==> config.mk <==
export PLATFORM = sky130hd
export DESIGN_NAME = bia_arbiter
export DESIGN_NICKNAME = d
export VERILOG_FILES = /design/src/inc/bia_pkg.sv /design/src/hw/bia_arbiter.sv
export SDC_FILE = /design/constraint.sdc
export NUM_CORES = 1
export LEC_CHECK = 0
export BUFFER_PORTS_ARGS = -buffer_cell sky130_fd_sc_hd__buf_2
export CAP_MARGIN = 15
export CORE_ASPECT_RATIO = 0.9
export CORE_MARGIN = 1
export CORE_UTILIZATION = 25
export DETAILED_ROUTE_END_ITERATION = 8
export HOLD_SLACK_MARGIN = 0.06
export PLACE_DENSITY = 0.45
export REMOVE_ABC_BUFFERS = 1
export SKIP_LAST_GASP = 1
export SLEW_MARGIN = 20
export SYNTH_ARGS = -nofsm -noshare
export SYNTH_HDL_FRONTEND = slang
export SYNTH_SLANG_ARGS = --single-unit
==> constraint.sdc <==
create_clock -name clk_sys -period 3.6 [get_ports clk_sys]
set_input_delay 0.72 -clock clk_sys [delete_from_list [all_inputs] [get_ports clk_sys]]
set_output_delay 0.72 -clock clk_sys [all_outputs]
set_load 0.05 [all_outputs]
==> src/inc/bia_pkg.sv <==
// bidding interrupt arbiter: shared constants, field layouts and carrier types
// assumes one system clock; every status input is synchronous to it
package bia_pkg;

  localparam int unsigned NCH  = 4;
  localparam int unsigned NCT  = 2;
  localparam int unsigned NSRC = 18;

  // type field, bits 4:2 of a bid
  localparam logic [2:0] TYPE_RX_ERR = 3'h7;
  localparam logic [2:0] TYPE_RX     = 3'h3;
  localparam logic [1:0] TYPE_TX_LOW = 2'h2;
  localparam logic [2:0] TYPE_BRK    = 3'h4;
  localparam logic [2:0] TYPE_COS    = 3'h1;
  localparam logic [2:0] TYPE_CT     = 3'h5;
  localparam logic [2:0] TYPE_NONE   = 3'h0;

  // bid field positions
  localparam int unsigned CHAN_LSB   = 0;
  localparam int unsigned TYPE_LSB   = 2;
  localparam int unsigned THR_LSB    = 2;
  localparam int unsigned RXCNT_LSB  = 5;
  localparam int unsigned TXCNT_LSB  = 4;

  // vector formats, interrupt_control[1:0]
  localparam logic [1:0] VEC_FULL      = 2'h0;
  localparam logic [1:0] VEC_CHAN      = 2'h1;
  localparam logic [1:0] VEC_TYPE_CHAN = 2'h2;
  localparam logic [1:0] VEC_INHIBIT   = 2'h3;
  localparam logic [7:0] VEC_INHIBIT_VALUE = 8'hFF;

  // register selects on the host port
  localparam logic [2:0] GSEL_CAPTURE = 3'h0;
  localparam logic [2:0] GSEL_BYTE    = 3'h1;
  localparam logic [2:0] GSEL_CHAN    = 3'h2;
  localparam logic [2:0] GSEL_RX      = 3'h3;
  localparam logic [2:0] GSEL_TX      = 3'h4;

  // values after reset
  localparam logic [7:0] CAPTURE_RESET = 8'h00;
  localparam logic [7:0] VECTOR_RESET  = 8'h00;
  localparam logic [7:0] RDATA_RESET   = 8'h00;

  typedef struct packed {
    logic [3:0] rx_level;   // 0..8 bytes held
    logic       rx_error;
    logic [3:0] tx_room;    // 0..8 free places
    logic       brk;
    logic       cos;
  } bia_chan_stat_s;

  typedef struct packed {
    logic [2:0] brk_prio;
    logic [2:0] cos_prio;
    logic       rx_en;
    logic       tx_en;
    logic       brk_en;
    logic       cos_en;
  } bia_chan_cfg_s;

  typedef struct packed {
    logic       timeout;
    logic [1:0] prio;
    logic       en;
  } bia_ct_s;

  // interrupt_control layout: [7:2] threshold, [1:0] vector format
  typedef struct packed {
    logic [5:0] threshold;
    logic [1:0] vec_fmt;
  } bia_ctrl_s;

  typedef struct packed {
    logic       rd;
    logic       wr;
    logic [2:0] sel;
    logic [7:0] wdata;
  } bia_host_s;

  typedef struct packed {
    logic [7:0]     capture;
    logic [7:0]     vector;
    logic           irq;
    logic           ack_n_prev;
    logic [7:0]     rd_data;
    logic [NCH-1:0] rx_pop;
    logic [NCH-1:0] tx_push;
    logic [7:0]     tx_data;
  } bia_state_s;

endpackage

==> src/hw/bia_arbiter.sv <==
// bidding interrupt arbiter: bid formation, threshold compare, capture, global registers
// assumes fifos and timers outside; all inputs but reset_n synchronous to clk_sys
// Function
// - eighteen sources: four rx, four tx, four break, four change-of-state, two timers
// - each source builds a unique bid from fixed, programmed and live bits
// - every cycle bids compare against threshold; exceeding bid raises request
// - winning bid is stored unchanged in the capture register
// - captured value tells channel, type and fifo byte count in one read
// - capture loads on acknowledge or refresh command; host uses one first
// - captured value drives vector modification and global register steering
// - four global addresses: byte count, channel, receive fifo, transmit fifo
// - global receive read returns data of the captured receiver's fifo
// - global transmit write goes to the captured transmitter's fifo
// - global byte count and channel read capture fields right-justified, no storage
// - receiver bid with error: count high, type 111, channel low
// - receiver bid without error: count high, type 011, channel low
// - types: tx x10, break 100, change 001, timer 101, none 000
// - six-bit threshold compares only bid bits 7:2, channel excluded
// - otherwise equal bids go to the highest channel
// - idle timer, empty receiver and full transmitter do not bid
`timescale 1ns/1ns
module bia_arbiter (
  // clock and reset
  input  wire logic                   clk_sys,
  input  wire logic                   reset_n,
  // control
  input  wire bia_pkg::bia_ctrl_s     interrupt_control,
  input  wire logic [7:0]             vector_base,
  input  wire bia_pkg::bia_chan_cfg_s chan_cfg [bia_pkg::NCH],
  input  wire bia_pkg::bia_ct_s       ct_stat  [bia_pkg::NCT],
  // per channel status and fifo data
  input  wire bia_pkg::bia_chan_stat_s chan_stat    [bia_pkg::NCH],
  input  wire logic [7:0]             rx_fifo_data [bia_pkg::NCH],
  // acknowledge and command
  input  wire logic                   interrupt_ack_n,
  input  wire logic                   capture_refresh_command,
  // host register port
  input  wire bia_pkg::bia_host_s     host,
  output logic [7:0]                  host_rdata,
  // fifo strobes
  output logic [bia_pkg::NCH-1:0]     rx_pop,
  output logic [bia_pkg::NCH-1:0]     tx_push,
  output logic [7:0]                  tx_data,
  // vector and request pin
  output logic [7:0]                  vector_out,
  output logic [7:0]                  current_interrupt_capture,
  output logic                        irq_pin_out,
  output logic                        irq_pin_oe_n
);

  logic [1:0]          rst_sync_reg;
  logic                rst_n_int;
  bia_pkg::bia_state_s st_reg;
  bia_pkg::bia_state_s st_next;
  logic [7:0]          bid [bia_pkg::NSRC];
  logic [7:0]          win;
  logic                any_hit;
  logic                capture_now;
  logic [7:0]          new_cap;
  logic [1:0]          cap_chan;
  logic [2:0]          cap_count;

  always_ff @(posedge clk_sys or negedge reset_n) begin
    if (!reset_n) begin
      rst_sync_reg <= 2'h0;
    end else begin
      rst_sync_reg <= {rst_sync_reg[0], 1'b1};
    end
  end
  assign rst_n_int = rst_sync_reg[1];

  // bid order 0..3 rx, 4..7 tx, 8..11 break, 12..15 change, 16..17 timers
  genvar g;
  generate
    for (g = 0; g < bia_pkg::NCH; g++) begin : g_chan
      localparam logic [1:0] CH = 2'(g);
      logic [2:0] rxc;
      logic [2:0] txc;
      assign rxc = 3'(chan_stat[g].rx_level - 4'h1);
      assign txc = 3'(chan_stat[g].tx_room - 4'h1);
      always_comb begin
        bid[g]    = 8'h00;
        bid[g+4]  = 8'h00;
        bid[g+8]  = 8'h00;
        bid[g+12] = 8'h00;
        if (chan_cfg[g].rx_en && chan_stat[g].rx_level != 4'h0) begin
          bid[g] = {rxc, chan_stat[g].rx_error ? bia_pkg::TYPE_RX_ERR : bia_pkg::TYPE_RX, CH};
        end
        if (chan_cfg[g].tx_en && chan_stat[g].tx_room != 4'h0) begin
          bid[g+4] = {1'b0, txc, bia_pkg::TYPE_TX_LOW, CH};
        end
        if (chan_cfg[g].brk_en && chan_stat[g].brk) begin
          bid[g+8] = {chan_cfg[g].brk_prio, bia_pkg::TYPE_BRK, CH};
        end
        if (chan_cfg[g].cos_en && chan_stat[g].cos) begin
          bid[g+12] = {chan_cfg[g].cos_prio, bia_pkg::TYPE_COS, CH};
        end
      end
    end
    for (g = 0; g < bia_pkg::NCT; g++) begin : g_ct
      localparam logic [1:0] CT = 2'(g);
      // only a timed-out counter bids
      assign bid[g+16] = (ct_stat[g].en && ct_stat[g].timeout) ?
                         {ct_stat[g].prio, 1'b0, bia_pkg::TYPE_CT, CT} : 8'h00;
    end
  endgenerate

  // full-width max: channel bits only break ties of the upper six
  always_comb begin
    win     = 8'h00;
    any_hit = 1'b0;
    for (int i = 0; i < bia_pkg::NSRC; i++) begin
      if (bid[i][7:bia_pkg::THR_LSB] > interrupt_control.threshold) begin
        any_hit = 1'b1;
        if (bid[i] > win) begin
          win = bid[i];
        end
      end
    end
  end

  assign capture_now = (st_reg.ack_n_prev && !interrupt_ack_n) || capture_refresh_command;
  assign new_cap     = any_hit ? win : {3'h0, bia_pkg::TYPE_NONE, 2'h0};
  assign cap_chan    = st_reg.capture[1:0];

  // byte count sits at different places for rx and tx bids
  always_comb begin
    cap_count = 3'h0;
    if (st_reg.capture[3:2] == bia_pkg::TYPE_RX[1:0]) begin
      cap_count = st_reg.capture[7:bia_pkg::RXCNT_LSB];
    end else if (st_reg.capture[3:2] == bia_pkg::TYPE_TX_LOW) begin
      cap_count = st_reg.capture[6:bia_pkg::TXCNT_LSB];
    end
  end

  always_comb begin
    st_next            = st_reg;
    st_next.irq        = any_hit;
    st_next.ack_n_prev = interrupt_ack_n;
    st_next.rx_pop     = '0;
    st_next.tx_push    = '0;
    if (capture_now) begin
      st_next.capture = new_cap;
      case (interrupt_control.vec_fmt)
        bia_pkg::VEC_FULL:      st_next.vector = vector_base;
        bia_pkg::VEC_CHAN:      st_next.vector = {vector_base[7:2], new_cap[1:0]};
        bia_pkg::VEC_TYPE_CHAN: st_next.vector = {vector_base[7:5], new_cap[4:2], new_cap[1:0]};
        default:                st_next.vector = bia_pkg::VEC_INHIBIT_VALUE;
      endcase
    end
    if (host.rd) begin
      case (host.sel)
        bia_pkg::GSEL_CAPTURE: st_next.rd_data = st_reg.capture;
        bia_pkg::GSEL_BYTE:    st_next.rd_data = {5'h00, cap_count};
        bia_pkg::GSEL_CHAN:    st_next.rd_data = {6'h00, cap_chan};
        bia_pkg::GSEL_RX: begin
          st_next.rd_data          = rx_fifo_data[cap_chan];
          st_next.rx_pop[cap_chan] = 1'b1;
        end
        default:               st_next.rd_data = 8'h00;
      endcase
    end
    if (host.wr && host.sel == bia_pkg::GSEL_TX) begin
      st_next.tx_push[cap_chan] = 1'b1;
      st_next.tx_data           = host.wdata;
    end
  end

  // capture in flight ignores a same-cycle global access: old value steers it
  always_ff @(posedge clk_sys or negedge rst_n_int) begin
    if (!rst_n_int) begin
      st_reg <= '{capture: bia_pkg::CAPTURE_RESET, vector: bia_pkg::VECTOR_RESET, irq: 1'b0,
                  ack_n_prev: 1'b1, rd_data: bia_pkg::RDATA_RESET, rx_pop: '0, tx_push: '0, tx_data: 8'h00};
    end else begin
      st_reg <= st_next;
    end
  end

  assign host_rdata                = st_reg.rd_data;
  assign rx_pop                    = st_reg.rx_pop;
  assign tx_push                   = st_reg.tx_push;
  assign tx_data                   = st_reg.tx_data;
  assign vector_out                = st_reg.vector;
  assign current_interrupt_capture = st_reg.capture;
  assign irq_pin_out               = 1'b0;
  assign irq_pin_oe_n              = ~st_reg.irq;

endmodule // bia_arbiter

==> Word level (Yosys, flattened, before mapping) <==
Cells that the tools add are included.
{ "totals": {"register_bits": 44, "word_cells": 188, "inputBits": 157} }
{ "classes": {"n_eq_ne": 8, "n_bitwise": 2, "order_cmp": 39, "reduce_logical": 33, "mux": 89, "add_sub_neg": 8} }
{ "ops": {"columns": ["cell", "n"], "rows": [
  ["$mux W8", 53],
  ["$gt A8 B8 Y1", 17],
  ["$gt A6 B6 Y1", 18],
  ["$pmux W8 S4", 1],
  ["$reduce_bool A4 Y1", 8],
  ["$mux W7", 4],
  ["$pmux W8 S3", 1],
  ["$sub A3 B1 Y3 const B", 8],
  ["$logic_and A1 B1 Y1", 21],
  ["$mux W1", 19],
  ["$mux W3", 6],
  ["$bmux W8 S2", 1],
  ["$mux W12", 1],
  ["$gt A8 B1 Y1 const B", 1],
  ["$mux W4", 2],
  ["$eq A2 B2 Y1 const B", 3],
  ["$eq A3 B2 Y1 const B", 2],
  ["$eq A3 B1 Y1 const B", 1],
  ["$eq A3 B3 Y1 const B", 1],
  ["$ge A3 B3 Y1 const B", 1],
  ["$logic_not A3 Y1", 1],
  ["$lt A2 B3 Y1 const B", 1],
  ["$not A2 Y3", 1],
  ["$demux W1 S2", 1],
  ["6 further kinds", 6]
]} }

==> Depth between registers and ports, before layout <==
Gate-level depths: netlist of the first run.
{ "depth": {"ltp_word": 59, "mapped_depth": 171, "mapped_depth_nobuf": 160} }

==> Least setup slack after synthesis of the first run <==
Ideal clock, no wire load.
{ "synth_timing": {"path_kind": "input -> register", "from": "in chan_stat[40] (netlist bit)", "to": "reg st_reg (netlist bit current_interrupt_capture[7])", "path_stages": 155, "setup_slack_ns": -26.138, "required_ns": 3.523, "arrival_time_ns": 29.660, "setup_time_ns": 0.077, "path_cell_list": "inv_1 -> ha_1 -> nand2b_1 -> o21ai_1 -> inv_1 -> and2_1 -> ha_1 -> and4_1 -> o21a_1 -> o31a_1 -> nand2_1 -> inv_1 -> nand2_1 -> ha_1 -> and4b_1 -> o21ai_1 -> a32oi_4 -> o211a_1 -> [... 119 more ...] -> ha_1 -> a21o_1 -> a21o_1 -> or3_1 -> o21a_1 -> o211ai_1 -> a31o_1 -> buf_6 -> mux2_2 -> ha_1 -> nand3_1 -> or2_2 -> o41a_1 -> o31ai_1 -> and4bb_4 -> buf_6 -> mux2_1 -> a21oi_1"} }
{ "synth_between": {"elab_chain_len": 58, "word_cells_on_any_way": 78, "classes_between": "add/sub (1); order compare (19); mux (56); reduce/logical (2)"} }
{ "synth_rtl": {"columns": ["element", "line_no", "rtl"], "rows": [
  ["start, declared", "bia_arbiter.sv:32", "input wire bia_pkg::bia_chan_stat_s chan_stat [bia_pkg::NCH],"],
  ["branches (longest 2 deep; another with $sub A3 B1 Y3)", null, null],
  ["$mux W8 (*)", "bia_arbiter.sv:86", "if (chan_cfg[g].rx_en && chan_stat[g].rx_level != 4'h0) begin"],
  ["$gt A8 B1 Y1", "bia_arbiter.sv:115", "if (bid[i] > win) begin"],
  ["$mux W8", "bia_arbiter.sv:115", null],
  ["$mux W8", "bia_arbiter.sv:113", "if (bid[i][7:bia_pkg::THR_LSB] > interrupt_control.threshold) begin"],
  ["$gt A8 B8 Y1", "bia_arbiter.sv:115", null],
  ["$mux W8", "bia_arbiter.sv:115", null],
  ["$mux W8", "bia_arbiter.sv:113", null],
  ["[... 41 more ...]", null, null],
  ["$mux W8", "bia_arbiter.sv:113", null],
  ["$gt A8 B8 Y1", "bia_arbiter.sv:115", null],
  ["$mux W8", "bia_arbiter.sv:115", null],
  ["$mux W8", "bia_arbiter.sv:113", null],
  ["$gt A8 B8 Y1", "bia_arbiter.sv:115", null],
  ["$mux W8", "bia_arbiter.sv:115", null],
  ["$mux W8", "bia_arbiter.sv:113", null],
  ["$mux W8 (*)", "bia_arbiter.sv:123", "assign new_cap = any_hit ? win : {3'h0, bia_pkg::TYPE_NONE, 2'h0};"],
  ["end signal, assigned", "bia_arbiter.sv:172", "st_reg <= '{capture: bia_pkg::CAPTURE_RESET, vector: bia_pkg::VECTOR_RESET, irq: 1'b0,"],
  ["end signal, assigned", "bia_arbiter.sv:175", "st_reg <= st_next;"],
  ["end, declared", "bia_arbiter.sv:53", "bia_pkg::bia_state_s st_reg;"]
]} }
Mark *: on every way between the ends.
A chain may end at the register's enable or synchronous reset.

==> Final worst setup path of the first run <==
{ "layout_timing": {"from": "in chan_stat[40] (netlist bit)", "to": "reg st_reg (netlist bit vector_out[0])"} }
{ "layout_between": {"elab_chain_len": 59, "word_cells_on_any_way": 79, "classes_between": "add/sub (1); order compare (19); mux (57); reduce/logical (2)"} }
{ "layout_rtl": {"columns": ["element", "line_no", "rtl"], "rows": [
  ["branches (longest 2 deep; another with $sub A3 B1 Y3)", null, null],
  ["$mux W8 (*)", "bia_arbiter.sv:86", null],
  ["$gt A8 B1 Y1", "bia_arbiter.sv:115", null],
  ["$mux W8", "bia_arbiter.sv:115", null],
  ["$mux W8", "bia_arbiter.sv:113", null],
  ["$gt A8 B8 Y1", "bia_arbiter.sv:115", null],
  ["$mux W8", "bia_arbiter.sv:115", null],
  ["$mux W8", "bia_arbiter.sv:113", null],
  ["[... 42 more ...]", null, null],
  ["$gt A8 B8 Y1", "bia_arbiter.sv:115", null],
  ["$mux W8", "bia_arbiter.sv:115", null],
  ["$mux W8", "bia_arbiter.sv:113", null],
  ["$gt A8 B8 Y1", "bia_arbiter.sv:115", null],
  ["$mux W8", "bia_arbiter.sv:115", null],
  ["$mux W8", "bia_arbiter.sv:113", null],
  ["$mux W8 (*)", "bia_arbiter.sv:123", null],
  ["$pmux W8 S3 (*)", "bia_arbiter.sv:144", "case (interrupt_control.vec_fmt)"]
]} }
Marks and branches as above.

==> impl_metrics.ini, run 1 <==
[finish]
area_growth_pct = 77.0
multi_input_area_um2 = 9200
fillers = 3632
seq_area_um2 = 1100
fin_nets = 2263
instances_no_fill = 2428
final_area_um2 = 16900
layout-drive-gt1-share_pct = 55.6

[synthesis]
synth_cells = 1226
yosys.area.top_type_share_pct = 21.4
syn_area_per_cell_um2 = 7.79
synth.most_common_cell = ha_1
ys.flop_type = dfrtp_1
yosysUniqueCellTypes = 121
synth_edf_count = 0
synth_seq_cells = 44
synth_seq_area_share_pct = 11.5
synthArstFlopShare_pct = 100
synthTopCellsByArea = ha_1 (21%), dfrtp_1 (11%), nand2_1 (5.6%)
synth_commonest_cells = ha_1 (163), nand2_1 (142), inv_1 (97)
synth_area_um2 = 9550
synth_top_area_cell = ha_1
yosys_warnings = 0

[worst_setup_path]
worst-setup-path-type = in2reg
critPathMostFrequentCell = ha_4
reg2reg_slack_ns = 1.65
crit_required_ns = 3.80
critPathArrivalTime_ns = 27.20
end_kind = flip-flop
start_kind = input pin
critPathMaxFanout = 7
critical-path-slowest-cell = or4_4
critPathMaxStageDelay_ns = 0.45

[timing]
skew_ns = 0.00637
hold_viol = 0
hold_ws_ns = 0.210
fin_crit_sh_pct = 750
period_needed_ns = 27.01
grt_setup_unrepaired = true
slew_viol_final = 0
finalSetupTns_ns = -303.76
setup_violations = 14
fin_ws_ns = -23.41
max_freq_mhz = 37.0
slew_headroom_pct = 35.7
tightestPinTransition_ns = 0.964

[floorplan]
die_y_um = 187
core_area_um2 = 37500
die_area_um2 = 39000
rows = 67
start_util_pct = 25.5
die_w_um = 208
pin_count = 199

[clock_network]
htreeDepth = 2
worstSkewPairLatency_ns = 0.28
clockBufferDepth = 2
cts_buffers = 5
path_clk_slew_ns = 0.07
cts_sinks = 44
cts_tree = yes
postCtsHoldBufs = 0
cts_root_buf = clkbuf_16

[power]
p_comb_share_pct = 82.7
swShare_pct = 43.3
pwr_density_cell_nw_per_um2 = 431
switchingPower_w = 0.00315
p_int_w = 0.00413
clkPwrFrac_pct = 7.4
p_leak_nw = 8.57
vdd_ir_drop_max_mv = 0.232
pwr-share-seq_pct = 9.9

[grt]
grt-ovfl-total = 0
grt_max_degree = 43
antenna_found_initial = 1
grt_pass1_wl_um = 60900
grt_pass1_vias = 11794
grt_use_total_pct = 19.1

[run_status]
failed_checks = setup timing
status = finished, violations left

[detailed_routing]
dr.first_iter.drc_count = 701
drc = 0
ant_nets = 0
route.vias.total = 11795
via_per_inst = 4.86
drt_first_pass_iters = 5
drt-total-wl_um = 39000
avgRoutedWirePerCell_um = 16.1

[placed_design]
gp_congestion = 0.928
hpwl_um = 29800
placed_area_um2 = 13900
port_buffers = 197
place_inst = 2270

[run]
maxCapViolCount = 0

[worst_hold_path]
worstHoldPathType = in2async
layout make-up:
class,instances,area share [%]
multi-input combinational,1016,54.5
timing repair buffer,774,32.1
sequential,44,6.53
tap,483,3.58
inverter,102,2.32
clock buffer,6,0.822
clock inverter,2,0.229
antenna,1,0.0148
layer usage:
layer | global-route usage (%) | share of wire [%] | routed length (µm) | vias to the layer above
met5 | 0 | 0 | 0 | -
met4 | 4.53 | 1.7 | 669 | 0
met3 | 1.49 | 3.4 | 1330 | 40
met2 | 32.4 | 47 | 18300 | 277
met1 | 26.1 | 48 | 18800 | 5522
li1 | - | - | - | 5956
power by group through the flow:
stage	Sequential, W	Combinational (W)	Clock (W)
2_1_floorplan	0.000998	0.00212	0
3_3_place_gp	0.000735	0.00437	0
3_5_place_dp	0.000737	0.00438	0
4_1_cts	0.000727	0.00551	0.000552
5_1_grt	0.000745	0.00646	0.000573
6_report	0.000722	0.00602	0.000536
final timing paths:
kind                                    to  cells after the start                    startpoint
min in group clk_sys       rst_sync_reg[1]                      0               rst_sync_reg[0]
setup reg to reg             host_rdata[0]                      5  current_interrupt_capture[0]
hold reg to reg            rst_sync_reg[1]                      0               rst_sync_reg[0]
max in group asynchronous    host_rdata[0]                      0               rst_sync_reg[1]
setup / recovery             vector_out[0]                    152                 chan_stat[40]
hold / removal             rst_sync_reg[1]                      1                       reset_n
critical path, delay by kind of cell:
kind                     cells  cell delay (ns)
buffers and inverters       25             2.92
AND/OR/NAND/NOR             46             7.16
multiplexers                 8             2.44
AO/OA/AOI/OAI               56             9.92
adder cells (fa/ha/maj)     17             4.04
per-stage QoR:
stage | utilization [%] | setup slack [ns] | power (W)
3_3_place_gp | 37.1 | -24.88 | 0.00511
2_1_floorplan | - | -26.63 | 0.00312
5_1_grt | 45.1 | -24.58 | 0.00778
3_5_place_dp | 37.1 | -25.59 | 0.00512
6_report | 45.1 | -23.41 | 0.00728
4_1_cts | 43.1 | -22.96 | 0.00679
logic make-up after synthesis:
logic type,Yosys count,share of synthesized area (%)
compound gates,357,28.0
buf+inv,166,8.92
simple gates,444,23.5
fa+ha+maj,164,21.5
xor+xnor,9,0.825
flops,44,11.5
mux,40,5.71
other cells,2,0.0786
repair_timing:
item,4_1_cts,5_1_grt
gates cloned,0,0
gates resized for setup,233,93
setup endpoints to repair,14,14
pin swaps,165,72
setup buffers,123,28
cells in the final DEF, fill, tap and decap left out, types with 15 or more instances in the layout:
cell and instances:
buf_6 22, buf_4 556, o21ai_1 16, ha_4 44, nand2_1 127, inv_1 80, nor2b_1 15, buf_2 195
mux2_4 18, nand4_1 17, inv_2 16, a21o_1 41, nor3_1 17, and3_1 23, nor2_1 72, dfrtp_1 42
o21ai_0 29, nand3_1 30, ha_1 118, o21a_1 21, a21oi_1 48, a21oi_2 26
Note: power is estimated with default switching activity, not from simulation.
==> inputs of run 2 (changes only) <==
--- a/config.mk
+++ b/config.mk
@@ -11,6 +11,6 @@
 export CORE_MARGIN = 1
-export CORE_UTILIZATION = 25
+export CORE_UTILIZATION = 48
 export DETAILED_ROUTE_END_ITERATION = 8
-export HOLD_SLACK_MARGIN = 0.06
-export PLACE_DENSITY = 0.45
+export HOLD_SLACK_MARGIN = 0.08
+export PLACE_DENSITY = 0.73
 export REMOVE_ABC_BUFFERS = 1
==> constraint.sdc (replaced) <==
create_clock -name clk_sys -period 3.6 [get_ports clk_sys]
set_input_delay 0.36 -clock clk_sys [delete_from_list [all_inputs] [get_ports clk_sys]]
set_output_delay 0.36 -clock clk_sys [all_outputs]
set_load 0.05 [all_outputs]
==> run 2 against run 1 <==
Compared with the run above:
- the run still ends with setup timing left
- critical endpoint is now current_interrupt_capture[2]
- non-clock buffer count fell by 55
- clock power barely moved
- critical path type unchanged
- worst setup slack got worse by 1.4 ns
- largest cell class unchanged
- die area fell by 48%
==> impl_metrics.ini, run 2 (synthesized netlist as in run 1, its figures left out) <==
[run_status]
status = finished, violations left
failed_checks = setup timing

[placed_design]
port_buffers = 197
placed_area_um2 = 13500
place_inst = 2021
gp_congestion = 0.982
hpwl_um = 28100

[worst_setup_path]
reg2reg_depth = 5
start_kind = input pin
r2r_end = host_rdata[0]
critPathMaxStageDelay_ns = 0.46
reg2reg_slack_ns = 1.55
worst-setup-path-type = in2reg
crit_start = chan_stat[40]
crit_required_ns = 3.82
critPathMaxFanout = 7
crit-reg2reg-launch = current_interrupt_capture[0]
worst_setup_path_endpoint = current_interrupt_capture[2]
critPathMostFrequentCell = buf_4
critical-path-slowest-cell = a2111oi_1
critPathArrivalTime_ns = 28.65
end_kind = flip-flop

[clock_network]
path_clk_slew_ns = 0.07
cts_buffers = 5
worstSkewPairLatency_ns = 0.29
cts_root_buf = clkbuf_16
cts_tree = yes
htreeDepth = 2
cts_sinks = 44
clockBufferDepth = 2

[finish]
utilization_pct = 82.1
instances_no_fill = 2141
layout-drive-gt1-share_pct = 53.2
final_area_um2 = 15900
fillers = 1076
most-common-layout-cells = buf_4 (508), buf_2 (195), ha_1 (128), nand2_1 (127), inv_1 (85)
fin_nets = 2208
seq_area_um2 = 1100
multi_input_area_um2 = 8930
final_common_cell = buf_4
area_growth_pct = 66.3

[floorplan]
die_area_um2 = 20500
die_w_um = 151
pin_count = 199
rows = 48
start_util_pct = 49.4
core_area_um2 = 19300
die_y_um = 136

[worst_hold_path]
hp-start = interrupt_ack_n
worstHoldPathType = in2reg

[detailed_routing]
drc = 0
drt_first_pass_iters = 8
via_per_inst = 6.41
avgRoutedWirePerCell_um = 22.0
ant_nets = 0
drt-total-wl_um = 47100
dr.first_iter.drc_count = 1480
route.vias.total = 13717

[grt]
grt_max_degree = 43
grt_pass1_vias = 12820
antenna_found_initial = 1
grt-ovfl-total = 0
grt_pass1_wl_um = 60900
grt_use_total_pct = 37.0

[timing]
grt_setup_unrepaired = true
period_needed_ns = 28.43
max_freq_mhz = 35.2
fin_ws_ns = -24.83
fin_crit_sh_pct = 790
skew_ns = 0.00556
finalSetupTns_ns = -322.13
tightestPinTransition_ns = 1.09
slew_headroom_pct = 27.1
setup_violations = 13
slew_viol_final = 0
hold_viol = 0

[power]
vdd_ir_drop_max_mv = 0.322
pwr_density_cell_nw_per_um2 = 473
p_leak_nw = 8.29

[run]
maxCapViolCount = 0
[run 2: changes by cell type in the layout (fill, tap and decap cells not counted), moves of 4 or more]
cell / change
inv_2: -5
ha_1: +10
nor2_4: -4
buf_6: -8
inv_1: +5
ha_4: -13
buf_4: -48
[run 2: critical path, delay by kind of cell]
| family | cells | cell delay, ns |
|---|---|---|
| buffers and inverters | 26 | 3.42 |
| adders and majority gates | 18 | 4.82 |
| AOI/OAI and AO/OA | 60 | 11.41 |
| and+or+nand+nor | 48 | 6.85 |
| muxes | 6 | 1.68 |
[run 2: repair_timing]
| item | in CTS | in global routing |
|---|---|---|
| hold endpoints to repair | 2 | 0 |
| pin swaps | 132 | 111 |
| endpoints found under the setup margin | 14 | 14 |
| setup buffers | 85 | 28 |
| hold buffers | 1 | 0 |
| resized for setup | 186 | 100 |
[run 2: routing by layer]
metal | share of wire, % | wire length (µm) | GRT usage, % | vias up
li1 | - | - | - | 5838
met1 | 35 | 16500 | 43.3 | 6366
met2 | 46 | 21500 | 65.0 | 1106
met3 | 11 | 5200 | 6.31 | 407
met4 | 8.4 | 3940 | 18.5 | 0
met5 | 0 | 0 | 0 | -
[run 2: through the flow]
step / hold slack (ns) / setup WS, ns / power (W)
finish: 0.177 / -24.83 / 0.00751
global route: 0.170 / -25.80 / 0.00783
CTS: 0.176 / -22.62 / 0.00651
detailed placement: 0.150 / -25.04 / 0.00513
global placement: 0.147 / -23.98 / 0.00502
floorplan: 0.0644 / -26.27 / 0.00312
[run 2: report_power, final]
group | leakage [nW] | switching, W | internal [W] | total [W]
clock | 0.0804 | 0.000203 | 0.000330 | 0.000533
combinational | 7.65 | 0.00320 | 0.00305 | 0.00625
sequential | 0.555 | 0.000148 | 0.000583 | 0.000731
total | 8.29 | 0.00355 | 0.00396 | 0.00751
[run 2: how the worst min path moves through the flow]
stage	end	slack, ns	depth (start not counted)
2_1_floorplan	rst_sync_reg[0]	0.06	0
3_3_place_gp	rst_sync_reg[0]	0.15	1
3_5_place_dp	rst_sync_reg[0]	0.15	1
4_1_cts	st_reg[24]	0.18	1
5_1_grt	st_reg[24]	0.17	1
6_report	st_reg[24]	0.18	1
[run 2: final cells by class]
type	instances	area share [%]
clock inverters	3	0.291
diodes	2	0.0315
repair buffers	719	31.3
clock buffers	5	0.788
flip-flops and latches	44	6.95
multi-input cells	1016	56.2
inverters	102	2.47
well taps	250	1.97
==> inputs of run 3 (changes only) <==
- clock period: 3.6 -> 35.1 ns (I/O delays scaled with it)
==> run 3 against run 2 <==
Compared with the run above:
- the run now ends clean
- final cell count fell by 23%
- routed wire length fell by 38%
- critical path depth fell by 9
- global-route usage fell by 9.7 points
- via count fell by 27%
- sequential cell count did not move
- critical path type unchanged
- largest cell class unchanged
- highest routed layer unchanged
==> impl_metrics.ini, run 3 (synthesized netlist as in run 1, its figures left out) <==
[run_status]
status = complete, no violations

[timing]
slew_viol_final = 0
slew_headroom_pct = 39.0
hold_viol = 0
fin_crit_sh_pct = 95.7
max_freq_mhz = 29.8
hold_ws_ns = 0.354
skew_ns = 0.00594
setup_violations = 0
tightestPinTransition_ns = 0.916
period_needed_ns = 33.59

[floorplan]
die_area_um2 = 20500
start_util_pct = 49.4
die_w_um = 151
die_y_um = 136
core_area_um2 = 19300
rows = 48
pin_count = 199

[power]
p_leak_nw = 5.65
vdd_ir_drop_max_mv = 0.0246
power_w = 0.000482
pwr_density_cell_nw_per_um2 = 44.0

[detailed_routing]
via_per_inst = 6.06
drt_first_pass_iters = 5
ant_nets = 0
drt-total-wl_um = 29200
avgRoutedWirePerCell_um = 17.7
drc = 0
route.vias.total = 9975
dr.first_iter.drc_count = 805

[worst_hold_path]
worstHoldPathType = reg2reg
hp-start = rst_sync_reg[0]

[finish]
fillers = 1808
instances_no_fill = 1647
final_common_cell = buf_2
final_area_um2 = 10900
multi_input_area_um2 = 7760
layout-drive-gt1-share_pct = 25.6
seq_area_um2 = 1100
num_antenna_cells = 0
most-common-layout-cells = buf_2 (197), ha_1 (163), nand2_1 (141), inv_1 (97), nor2_1 (86)
fin_nets = 1716
area_growth_pct = 14.6

[placed_design]
hpwl_um = 23400
place_inst = 1620
gp_congestion = 0.974
placed_area_um2 = 10500
port_buffers = 197

[worst_setup_path]
worst-setup-path-type = in2reg
reg2reg_slack_ns = 33.14
critPathMaxStageDelay_ns = 0.59
end_kind = flip-flop
crit_required_ns = 35.30
critical-path-slowest-cell = or4_4
start_kind = input pin
critPathMostFrequentCell = ha_1
critPathMaxFanout = 11
crit-reg2reg-launch = current_interrupt_capture[0]
crit_start = chan_stat[40]
critPathArrivalTime_ns = 33.79

[clock_network]
path_clk_slew_ns = 0.06
htreeDepth = 2
postCtsHoldBufs = 0
clockBufferDepth = 2
worstSkewPairLatency_ns = 0.28
cts_root_buf = clkbuf_16
cts_tree = yes
cts_sinks = 44
cts_buffers = 5

[grt]
antenna_found_initial = 0
grt_pass1_wl_um = 45400
grt_max_degree = 43
grt-ovfl-total = 0
grt_use_total_pct = 27.4
grt_pass1_vias = 8916

[run]
maxCapViolCount = 0
[run 3: what timing repair did]
| action | CTS | global route |
|---|---|---|
| setup endpoints to repair | 12 | 13 |
| resized for setup | 2 | 37 |
| pin swaps | 1 | 10 |
| buffers inserted | 3 | 16 |
[run 3: layout make-up]
cell class | count | share of cell area [%]
inverter | 102 | 3.52
timing repair buffer | 227 | 11.1
clock buffer | 6 | 1.27
clock inverter | 2 | 0.354
sequential | 44 | 10.1
tap | 250 | 2.86
multi-input combinational | 1016 | 70.9
[run 3: per-stage QoR]
step                      utilization [%]  setup WS, ns  TNS, ns
after floorplan                         -          2.08        0
after global placement               54.2         0.136        0
after detailed placement             54.2        -0.479    -5.00
after CTS                            55.3        0.0692        0
after global routing                 56.6        -0.147   -0.771
final                                56.6          1.51        0
[run 3: layer usage]
| layer | share of wire [%] | track usage, % |
|---|---|---|
| met5 | 0 | 0 |
| met4 | 1.3 | 4.00 |
| met3 | 7.2 | 2.58 |
| met2 | 46 | 44.7 |
| met1 | 46 | 39.5 |
[run 3: path summary, 6_finish.rpt]
check	end	cells past startpoint
worst max-delay path	vector_out[2]	149
worst min-delay path	rst_sync_reg[1]	0
worst max register to register	host_rdata[1]	5
worst min register to register	rst_sync_reg[1]	0
max in group asynchronous	rst_sync_reg[1]	1
min in group asynchronous	tx_data[7]	0
[run 3: report_power, final]
| part | leakage [nW] | internal [W] | switching (W) |
|---|---|---|---|
| logic | 5.01 | 0.000138 | 0.000214 |
| registers | 0.555 | 0.0000598 | 0.0000141 |
| clock network | 0.0871 | 0.0000356 | 0.0000196 |
[run 3: worst max-delay path, delay by kind of cell]
kind / cells / cell delay (ns)
compound gates: 60 / 11.63
fa+ha+maj: 19 / 5.67
buf+inv: 13 / 1.45
simple gates: 49 / 8.80
mux: 8 / 2.63
